**src/pcmc_pkg.sv**
```systemverilog
// Package of constants and types for the PCM compander and power control block
`default_nettype none
package pcmc_pkg;
  // ********************************
  // Code word layout
  // ********************************
  localparam int unsigned LIN_W = 13;
  localparam int unsigned CODE_W = 8;
  localparam int unsigned SIGN_POS = 7;
  localparam int unsigned CHORD_POS = 4;
  localparam int unsigned CHORD_W = 3;
  localparam int unsigned STEP_W = 4;
  localparam int unsigned NUM_CHORDS = 8;
  // Mu-255 bias in 14-bit magnitude units and A-law even-bit inversion mask
  localparam logic [13:0] MU_BIAS = 14'h0021;
  localparam logic [7:0] MU_INV_MASK = 8'hff;
  localparam logic [7:0] A_INV_MASK = 8'h55;
  // ********************************
  // Timing
  // ********************************
  localparam int unsigned CLK_MHZ = 100;
  localparam int unsigned FRAME_US = 125;
  localparam int unsigned FRAME_CYCLES = FRAME_US * CLK_MHZ;
  localparam logic [1:0] PWRUP_FRAMES = 2'h2;
  localparam logic [3:0] IDLE_FRAMES = 4'h4;
  localparam logic [4:0] BIT_CYCLES = 5'h10;
  // ********************************
  // Power states
  // ********************************
  typedef enum logic [1:0] {PCMC_OFF, PCMC_WAKE, PCMC_RUN} pcmc_pwr_e;
endpackage
`default_nettype wire

```
**src/pcm_compander.sv**
```systemverilog
// Companding encoder, decoder, transmit shifter and power-down sequencing
`default_nettype none
module pcm_compander
  import pcmc_pkg::*;
(
  // Clock and reset
  input wire logic core_clk,
  input wire logic sys_rst,
  // Pins from the highway, asynchronous
  input wire logic law_select,
  input wire logic power_down_n,
  input wire logic tx_frame_sync,
  input wire logic rx_frame_sync,
  // Linear sample from the converter side
  input wire logic [LIN_W-1:0] txSample,
  // Code received from the highway, one per receive frame
  input wire logic [CODE_W-1:0] rxCode,
  // Decoded linear sample
  output logic [LIN_W-1:0] rxSample,
  output logic rxSampleValid,
  // Transmit serial pin, two signals
  output logic tx_pcm_out,
  output logic txPcmOe,
  // Status
  output logic poweredUp
);
  // ********************************
  // Input synchronisers
  // ********************************
  logic [1:0] s1_ff, s2_ff, s3_ff, s4_ff;
  logic lawMu, pdnN, fsTx, fsRx;
  // Two stages each; only the second stage feeds logic
  always_ff @(posedge core_clk) begin
    if (sys_rst) begin
      s1_ff <= 2'h0;
      s2_ff <= 2'h0;
      s3_ff <= 2'h0;
      s4_ff <= 2'h0;
    end else begin
      s1_ff <= {s1_ff[0], law_select};
      s2_ff <= {s2_ff[0], power_down_n};
      s3_ff <= {s3_ff[0], tx_frame_sync};
      s4_ff <= {s4_ff[0], rx_frame_sync};
    end
  end
  assign lawMu = s1_ff[1];
  assign pdnN = s2_ff[1];
  assign fsTx = s3_ff[1];
  assign fsRx = s4_ff[1];

  // ********************************
  // Encoder and decoder functions
  // ********************************
  // Linear to code, magnitude scaled to 14 bits for both laws
  function automatic logic [7:0] encode(input logic mu, input logic [12:0] lin);
    logic [13:0] mag;
    logic [2:0] chord;
    logic [3:0] step;
    logic [7:0] raw;
    // A-law folds negatives by one's complement, so the most negative sample cannot overflow
    mag = lin[12] ? (mu ? 14'((~{lin[12], lin}) + 14'h1) : {1'b0, ~lin}) : {1'b0, lin};
    mag = {mag[12:0], 1'b0};
    if (mu) begin
      mag = (mag > 14'h1fde) ? 14'h1fff : 14'(mag + MU_BIAS);
    end
    chord = 3'h0;
    for (int i = 1; i < NUM_CHORDS; i++) begin
      if (mag[i+5]) begin
        chord = 3'(i);
      end
    end
    // Shift amount widened so the top chord does not wrap to zero
    if (mu) begin
      step = 4'(mag >> (4'(chord) + 4'h1));
    end else begin
      step = (chord == 3'h0) ? mag[5:2] : 4'(mag >> (4'(chord) + 4'h1));
    end
    // Positive ends up with the sign set after either inversion mask
    raw = {lin[12] ^ !mu, chord, step};
    encode = raw ^ (mu ? MU_INV_MASK : (A_INV_MASK | 8'h00));
  endfunction

  // Code to linear, 13-bit two's complement
  function automatic logic [12:0] decode(input logic mu, input logic [7:0] code);
    logic [7:0] c;
    logic [13:0] mag;
    c = code ^ (mu ? MU_INV_MASK : A_INV_MASK);
    if (mu) begin
      mag = 14'((({10'h0, c[3:0]} << 1) + MU_BIAS) << c[6:4]) - MU_BIAS;
    end else if (c[6:4] == 3'h0) begin
      mag = {8'h0, c[3:0], 2'h2};
    end else begin
      mag = 14'(({9'h0, 1'b1, c[3:0], 1'b1} << 1) << (c[6:4] - 3'h1));
    end
    mag = {1'b0, mag[13:1]};
    // Mu mask flips the sign bit as well, so its sense is inverted here
    decode = (c[SIGN_POS] ^ mu) ? mag[12:0] : 13'((~mag[12:0]) + 13'h1);
  endfunction

  // ********************************
  // Power sequencing
  // ********************************
  pcmc_pwr_e pwr_ff, nxt_pwr;
  logic [1:0] wakeCnt_ff, nxt_wakeCnt;
  logic [3:0] idleCnt_ff, nxt_idleCnt;
  logic [13:0] frmCnt_ff, nxt_frmCnt;
  logic fsTxD_ff, fsRxD_ff, frameTick, clkEn;
  // Gated clock modelled as an enable: while off the bit and divider counts clear and the rest of the datapath holds, but the idle detector still counts
  assign clkEn = (pwr_ff != PCMC_OFF);
  assign frameTick = fsTx & ~fsTxD_ff;
  // Idle detector counts 125 us windows with neither sync high
  always_comb begin
    nxt_pwr = pwr_ff;
    nxt_wakeCnt = wakeCnt_ff;
    nxt_idleCnt = idleCnt_ff;
    nxt_frmCnt = frmCnt_ff;
    if ((fsTx | fsRx) || !pdnN) begin
      nxt_idleCnt = 4'h0;
      nxt_frmCnt = 14'h0;
    end else if (frmCnt_ff == 14'(FRAME_CYCLES - 1)) begin
      nxt_frmCnt = 14'h0;
      if (idleCnt_ff != IDLE_FRAMES) begin
        nxt_idleCnt = idleCnt_ff + 4'h1;
      end
    end else begin
      nxt_frmCnt = frmCnt_ff + 14'h1;
    end
    case (pwr_ff)
      PCMC_OFF: begin
        nxt_wakeCnt = 2'h0;
        if (pdnN && (fsTx | fsRx)) begin
          nxt_pwr = PCMC_WAKE;
        end
      end
      PCMC_WAKE: begin
        if (frameTick) begin
          nxt_wakeCnt = wakeCnt_ff + 2'h1;
          if (wakeCnt_ff == PWRUP_FRAMES) begin
            nxt_pwr = PCMC_RUN;
          end
        end
      end
      PCMC_RUN: ;
      default: nxt_pwr = PCMC_OFF;
    endcase
    if (!pdnN || (idleCnt_ff == IDLE_FRAMES)) begin
      nxt_pwr = PCMC_OFF;
    end
  end
  always_ff @(posedge core_clk) begin
    if (sys_rst) begin
      pwr_ff <= PCMC_OFF;
      wakeCnt_ff <= 2'h0;
      idleCnt_ff <= 4'h0;
      frmCnt_ff <= 14'h0;
      fsTxD_ff <= 1'b0;
      fsRxD_ff <= 1'b0;
    end else begin
      pwr_ff <= nxt_pwr;
      wakeCnt_ff <= nxt_wakeCnt;
      idleCnt_ff <= nxt_idleCnt;
      frmCnt_ff <= nxt_frmCnt;
      fsTxD_ff <= fsTx;
      fsRxD_ff <= fsRx;
    end
  end
  assign poweredUp = (pwr_ff == PCMC_RUN);

  // ********************************
  // Transmit and receive datapath
  // ********************************
  logic [7:0] sh_ff, nxt_sh;
  logic [3:0] bits_ff, nxt_bits;
  logic [4:0] div_ff, nxt_div;
  logic [12:0] rxS_ff, nxt_rxS;
  logic rxV_ff, nxt_rxV;
  // Capture at frame start, then shift MSB first, one bit per 16 cycles
  always_comb begin
    nxt_sh = sh_ff;
    nxt_bits = bits_ff;
    nxt_div = div_ff;
    nxt_rxS = rxS_ff;
    nxt_rxV = 1'b0;
    if (!clkEn) begin
      nxt_bits = 4'h0;
      nxt_div = 5'h0;
    end else if (frameTick) begin
      nxt_sh = encode(lawMu, txSample);
      nxt_bits = (pwr_ff == PCMC_RUN) ? 4'h8 : 4'h0;
      nxt_div = 5'h0;
    end else if (bits_ff != 4'h0) begin
      if (div_ff == BIT_CYCLES - 5'h1) begin
        nxt_div = 5'h0;
        nxt_bits = bits_ff - 4'h1;
        nxt_sh = {sh_ff[6:0], 1'b0};
      end else begin
        nxt_div = div_ff + 5'h1;
      end
    end
    if (clkEn && fsRx && !fsRxD_ff) begin
      nxt_rxS = decode(lawMu, rxCode);
      nxt_rxV = 1'b1;
    end
  end
  always_ff @(posedge core_clk) begin
    if (sys_rst) begin
      sh_ff <= 8'h0;
      bits_ff <= 4'h0;
      div_ff <= 5'h0;
      rxS_ff <= 13'h0;
      rxV_ff <= 1'b0;
    end else begin
      sh_ff <= nxt_sh;
      bits_ff <= nxt_bits;
      div_ff <= nxt_div;
      rxS_ff <= nxt_rxS;
      rxV_ff <= nxt_rxV;
    end
  end
  // Driven only mid-word and only once fully powered up
  assign txPcmOe = (bits_ff != 4'h0) && (pwr_ff == PCMC_RUN);
  assign tx_pcm_out = sh_ff[7];
  assign rxSample = rxS_ff;
  assign rxSampleValid = rxV_ff;
endmodule // pcm_compander
`default_nettype wire

```
**config.mk**
```make
export PLATFORM = sky130hd
export DESIGN_NAME = pcm_compander
export DESIGN_NICKNAME = d
export VERILOG_FILES = /design/src/pcmc_pkg.sv /design/src/pcm_compander.sv
export SDC_FILE = /design/constraint.sdc
export NUM_CORES = 1
export LEC_CHECK = 0
export BUFFER_PORTS_ARGS = -buffer_cell sky130_fd_sc_hd__buf_2
export CORE_MARGIN = 4
export CORE_UTILIZATION = 35
export DETAILED_ROUTE_END_ITERATION = 12
export SLEW_MARGIN = 20
export SYNTH_ARGS = -nofsm -noshare
export SYNTH_HDL_FRONTEND = slang
export SYNTH_SLANG_ARGS = --single-unit
```
**constraint.sdc**
```tcl
create_clock -name core_clk -period 4.5 [get_ports core_clk]
set_input_delay 0.45 -clock core_clk [delete_from_list [all_inputs] [get_ports core_clk]]
set_output_delay 0.45 -clock core_clk [all_outputs]
set_load 0.1 [all_outputs]
```
**After elaboration in Yosys (flattened, before gate mapping)**

Cells that the tools add are included.
W data, S select, Z words.

- Bits in registers: 63

- Multiplexer cells: 39
- Magnitude comparators: 1
- Bitwise logic cells: 12
- Reductions and logical operators: 27
- $add $sub $neg: 12
- Equality and inequality tests: 10
- Shift-type cells: 3

Operator list:

| kind | number |
|---|---|
| $mux W14 | 7 |
| $mux W13 | 3 |
| $not A13 Y13 | 3 |
| $mux W4 | 8 |
| $mux W8 | 4 |
| $shl A7 B3 Y14 | 2 |
| $add A13 B1 Y13 const B | 2 |
| $mux W3 | 8 |
| $xor A8 B8 Y8 | 2 |
| $add A14 B1 Y14 const B | 1 |
| $add A14 B6 Y14 const B | 1 |
| $eq A14 B14 Y1 const B | 1 |
| $gt A14 B13 Y1 const B | 1 |
| $shr A14 B4 Y4 | 1 |
| $sub A14 B6 Y14 const B | 1 |
| $mux W2 | 4 |
| $reduce_bool A2 Y1 | 4 |
| $add A5 B6 Y7 const B | 1 |
| $logic_not A3 Y1 | 2 |
| $ne A2 B2 Y1 const B | 3 |
| $pmux W2 S3 | 1 |
| $reduce_and A2 Y1 | 3 |
| $reduce_or A2 Y1 | 3 |
| $reduce_or A3 Y1 | 2 |
| other kinds (25) | 36 |

**Longest topological paths before layout**

- Depth in word-level cells: 26
- Depth in mapped cells: 18

**Worst setup path before layout**

Ideal clock, no wire load.

- Path type: input-to-reg
- Start point: input port txSample[0]
- End point: register sh_ff[0]
- Required time: 4.412 ns
- Path slack: 0.389 ns
- Cell stages on the path: 17
- Path buffers: 1
- Arrival time: 4.023 ns
- Cell sequence: clkbuf_1 > inv_1 > ha_1 > nand4bb_4 > a21boi_0 > or2_2 > ha_1 > nand2_1 > o21ai_0 > nor4bb_1 > o41a_1 > o31ai_4 > nand2_4 > mux2_1 > o22ai_1 > o22ai_1 > o32ai_2

- Longest elaborated chain between the ends: 26
- Elaborated cells on any way between the ends: 29
- Classes of those cells: add/sub (3); order compare (1); shift (1); mux (20); bitwise (3); reduce/logical (1)

Ends and longest elaborated chain:

| element | RTL line | RTL |
|---|---|---|
| from (decl) | pcm_compander.sv:15 | `input wire logic [LIN_W-1:0] txSample,` |
| $not A13 Y13 | pcm_compander.sv:61 | `mag = lin[12] ? (mu ? 14'((~{lin[12], lin}) + 14'h1) : {1'b0, ~lin}) : {1'b0, lin};` |
| $add A13 B1 Y13 | pcm_compander.sv:61 |  |
| $mux W13 | pcm_compander.sv:61 |  |
| $mux W13 * | pcm_compander.sv:61 |  |
| $add A14 B6 Y14 / $gt A14 B13 Y1 (equally long branches) | pcm_compander.sv:64 | `mag = (mag > 14'h1fde) ? 14'h1fff : 14'(mag + MU_BIAS);` |
| $mux W14 | pcm_compander.sv:64 |  |
| $mux W14 * | pcm_compander.sv:63 | `if (mu) begin` |
| $mux W14 * | pcm_compander.sv:187 | `end else if (frameTick) begin` |
| [... 10 more ...] | -- |  |
| $add A3 B1 Y4 | pcm_compander.sv:74, pcm_compander.sv:76 |  |
| $shr A14 B4 Y4 | pcm_compander.sv:74, pcm_compander.sv:76 |  |
| $mux W4 | pcm_compander.sv:76 | `step = (chord == 3'h0) ? mag[5:2] : 4'(mag >> (4'(chord) + 4'h1));` |
| $mux W4 * | pcm_compander.sv:73 | `if (mu) begin` |
| $mux W4 * | pcm_compander.sv:187 |  |
| $mux W4 * | pcm_compander.sv:184 | `if (!clkEn) begin` |
| $xor A8 B8 Y8 * | pcm_compander.sv:80 | `encode = raw ^ (mu ? MU_INV_MASK : (A_INV_MASK \| 8'h00));` |
| $mux W8 * | pcm_compander.sv:187 |  |
| to (signal assigned) | pcm_compander.sv:213 | `sh_ff <= nxt_sh;` |
| to (decl) | pcm_compander.sv:172 | `logic [7:0] sh_ff, nxt_sh;` |

Every way passes the cells marked *; elsewhere a longest branch is shown, timed or not. The select of a mux whose other input is x is not followed.
A chain may end at the register's enable or synchronous reset.

**Worst setup path in the final report**

Ends and elaborated chain as after synthesis.

==> metrics.yaml <==
syn_avg_cell_area_um2: 7.79
rows: 44
cts.path.max_buffers: 2
io_buffers: 43
worst_ep_arrival_time_ns: 4.34
synthDistinctLibCells: 90
yosysTopAreaCell: "dfxtp_1"
wl_um: 13000
dpl.hpwl_um: 9810
die_y_um: 130
clock_latency_ns: 0.32
fmax_ghz: 0.244
finalSetupViolations: 0
fp.dieW_um: 130
synth_cells: 667
crit_end: "sh_ff[0]"
worst_r2r_startpoint: "s1_ff[1]"
status: "finished, final reports clean"
async_flop_share_pct: 0
rsz0062_at_grt: "false"
worstHoldPathCells: 2
grt_max_degree: 40
antenna_found_initial: 1
routedWlPerCell_um: 14.8
peakVddDrop_mv: 0.147
drv_cap: 0
finalHoldViolations: 0
grt.total_usage_pct: 15.7
relSlewSlack_pct: 39.8
synth_edf_count: 0
ctsResizeCount: 0
netlist.area_leader.share_pct: 24.3
grt_first_pass_wirelength_um: 22100
gp_congestion: 0.875
critPathLaunch: "txSample[0]"
drtIter0Drc: 315
nNetsFinal: 733
finalWorstSetupSlack_ns: 0.397
hold_path.class: "in2reg"
clkTransAtPathRegs_ns: 0.06
post-cts-setup-buffers: 0
area_growth_pct: 13.3
yosysSeqAreaShare_pct: 24.3
synth_seq_cells: 63
slew_viol_final: 0
fin_setup_tns_ns: 0
r2r_end: "sh_ff[0]"
crit_type: "in2reg"
synth_area_leaders: "dfxtp_1, nand2_1, nor2_1, xnor2_1, a21oi_1"
cts_sinks: 63
critPathMaxFanout: 9
synth_nets: 710
vias: 4875
cp.required_ns: 4.74
netlist_area_um2: 5190
ios: 44
yosysWarnings: 0
post-place-ws_ns: 0.126
postCtsHoldBufs: 0
period_share_pct: 91.2
cts_tree: "yes"
p_leak_nw: 2.17
grt-ovfl-total: 0
r2r_setup_slack_ns: 0.41
drc: 0
first_pass_iters: 5
fp.dieArea_um2: 16900
grt_pass1_vias: 4519
drtAntennaViolNets: 0
cts.htree.levels: 3
synth_top_flop_cell: "dfxtp_1"
cts_root_buffer: "clkbuf_16"
cts_buffers: 9
clock_skew_ns: 0.00770
n_fill_cell: 1502
period_needed_ns: 4.10
rr_worst_depth: 15
endpoint_kind: "flop"
coreArea_um2: 14500
start_util_pct: 35.7
cp-start-kind: "input port"
power_density_nw_per_um2: 302
tightest_slew_ns: 0.898
routed_via_density: 5.54
drive_gt1_share_pct: 15.5
==> Yosys cell counts (4+ instances only) <==
cell,number
nor3b_1,8
xor2_1,19
and2_1,9
o22ai_1,5
nor2b_1,19
o221ai_1,5
nand4_1,5
nor4_1,4
and3_1,8
nor2_1,68
ha_1,16
buf_2,4
nand2b_1,5
mux2i_1,15
dfxtp_1,63
o211ai_1,10
or2_2,6
nand2_1,76
o21ai_0,25
clkbuf_1,30
nor3_1,15
or3_1,8
o31ai_1,6
a21oi_1,41
xnor2_1,29
buf_1,4
a211o_1,4
a31oi_1,11
a211oi_1,16
nand3_1,13
inv_1,20
a22oi_1,4
==> area by class of cell <==
| class | count | area, um^2 | area share (%) |
|---|---|---|---|
| multi-input cells | 541 | 3680 | 62.6 |
| well taps | 184 | 230 | 3.91 |
| clock inverters | 6 | 109 | 1.85 |
| clock buffers | 10 | 229 | 3.89 |
| inverters | 22 | 82.6 | 1.40 |
| flip-flops and latches | 63 | 1260 | 21.4 |
| diodes | 1 | 2.50 | 0.0425 |
| repair buffers | 53 | 290 | 4.93 |
==> power by group <==
group	leakage [nW]	total [mW]	internal (mW)	switching, mW
logic	1.49	0.429	0.171	0.258
registers	0.509	0.565	0.562	0.00292
clock network	0.166	0.781	0.540	0.242
total	2.17	1.78	1.27	0.503
==> cell families (layout without fill, tap and decap cells) <==
| logic type | Yosys count | after routing | synth area share, % |
|---|---|---|---|
| AND/OR/NAND/NOR | 276 | 276 | 27.9 |
| AO/OA/AOI/OAI | 176 | 176 | 24.7 |
| other | 0 | 1 | 0 |
| multiplexers | 22 | 22 | 5.06 |
| adder cells (fa/ha/maj) | 16 | 16 | 3.85 |
| XOR/XNOR | 51 | 51 | 9.25 |
| flip-flops | 63 | 63 | 24.3 |
| buffers and inverters | 63 | 91 | 4.94 |
==> worst max-delay path: stages <==
cell and delay [ns]:
buf_2 0.16, inv_1 0.07, ha_1 0.29, nand4bb_4 0.17
nor3b_1 0.18, or2_2 0.33, ha_1 0.30, nand2_1 0.07
o21ai_0 0.18, nor4bb_1 0.20, o41a_1 0.49, o31ai_4 0.40
nand2_4 0.16, mux2_1 0.34, o22ai_1 0.22, o22ai_1 0.13
o32ai_2 0.19
==> cells in the final DEF, fill, tap and decap left out, types with 7 or more instances in the layout <==
master     synthesis  layout
and2_1             9       9
buf_2              4      43
o21ai_0           25      25
buf_4              2      10
nor3b_1            8       7
a21oi_1           41      41
o211ai_1          10      10
inv_1             20      20
nor3_1            15      15
xor2_1            19      19
a211oi_1          16      16
nand3_1           13      13
nor2b_1           19      19
ha_1              16      16
xnor2_1           29      29
nor2_1            68      68
nand2_1           76      76
a31oi_1           11      11
mux2i_1           15      15
or3_1              8       8
and3_1             8       8
dfxtp_1           63      63
clkbuf_16          0       9
==> through the flow <==
step / std cells / cell area, um^2 / utilization (%) / total power, mW / hold slack, ns
finish: 880 / 5890 / 40.5 / 1.78 / 0.338
global route: 880 / 5890 / 40.5 / 1.87 / 0.371
CTS: 879 / 5880 / 40.5 / 1.79 / 0.326
detailed placement: 863 / 5550 / 38.2 / 1.00 / 0.434
global placement: 863 / 5550 / 38.2 / 0.993 / 0.426
floorplan: 667 / 5190 / - / 0.910 / 0.414
==> registers in the layout, indices dropped and copies added (netlist names) <==
register,cells
bits_ff,4
div_ff,5
frmCnt_ff,14
fsRxD_ff,1
fsTxD_ff,1
idleCnt_ff,4
pwr_ff,2
rxSample,13
rxSampleValid,1
s1_ff,2
s2_ff,2
s3_ff,2
s4_ff,2
sh_ff,8
wakeCnt_ff,2
==> worst min-delay path by stage <==
stage	start	to	slack, ns
finish	rx_frame_sync	s4_ff[0]	0.34
global route	rx_frame_sync	s4_ff[0]	0.37
CTS	rx_frame_sync	s4_ff[0]	0.33
detailed placement	s3_ff[0]	s3_ff[1]	0.43
global placement	s1_ff[0]	s1_ff[1]	0.43
floorplan	s1_ff[0]	s1_ff[1]	0.41
==> metal layers <==
| layer | global-route usage (%) | vias to the layer above | routed length [um] |
|---|---|---|---|
| met5 | 0 | - | 0 |
| met2 | 25.1 | 104 | 6000 |
| met1 | 21.6 | 2289 | 6270 |
| met4 | 5.20 | 0 | 210 |
| met3 | 2.42 | 15 | 525 |
| li1 | - | 2467 | - |
Power figures use the tool's default switching activity.
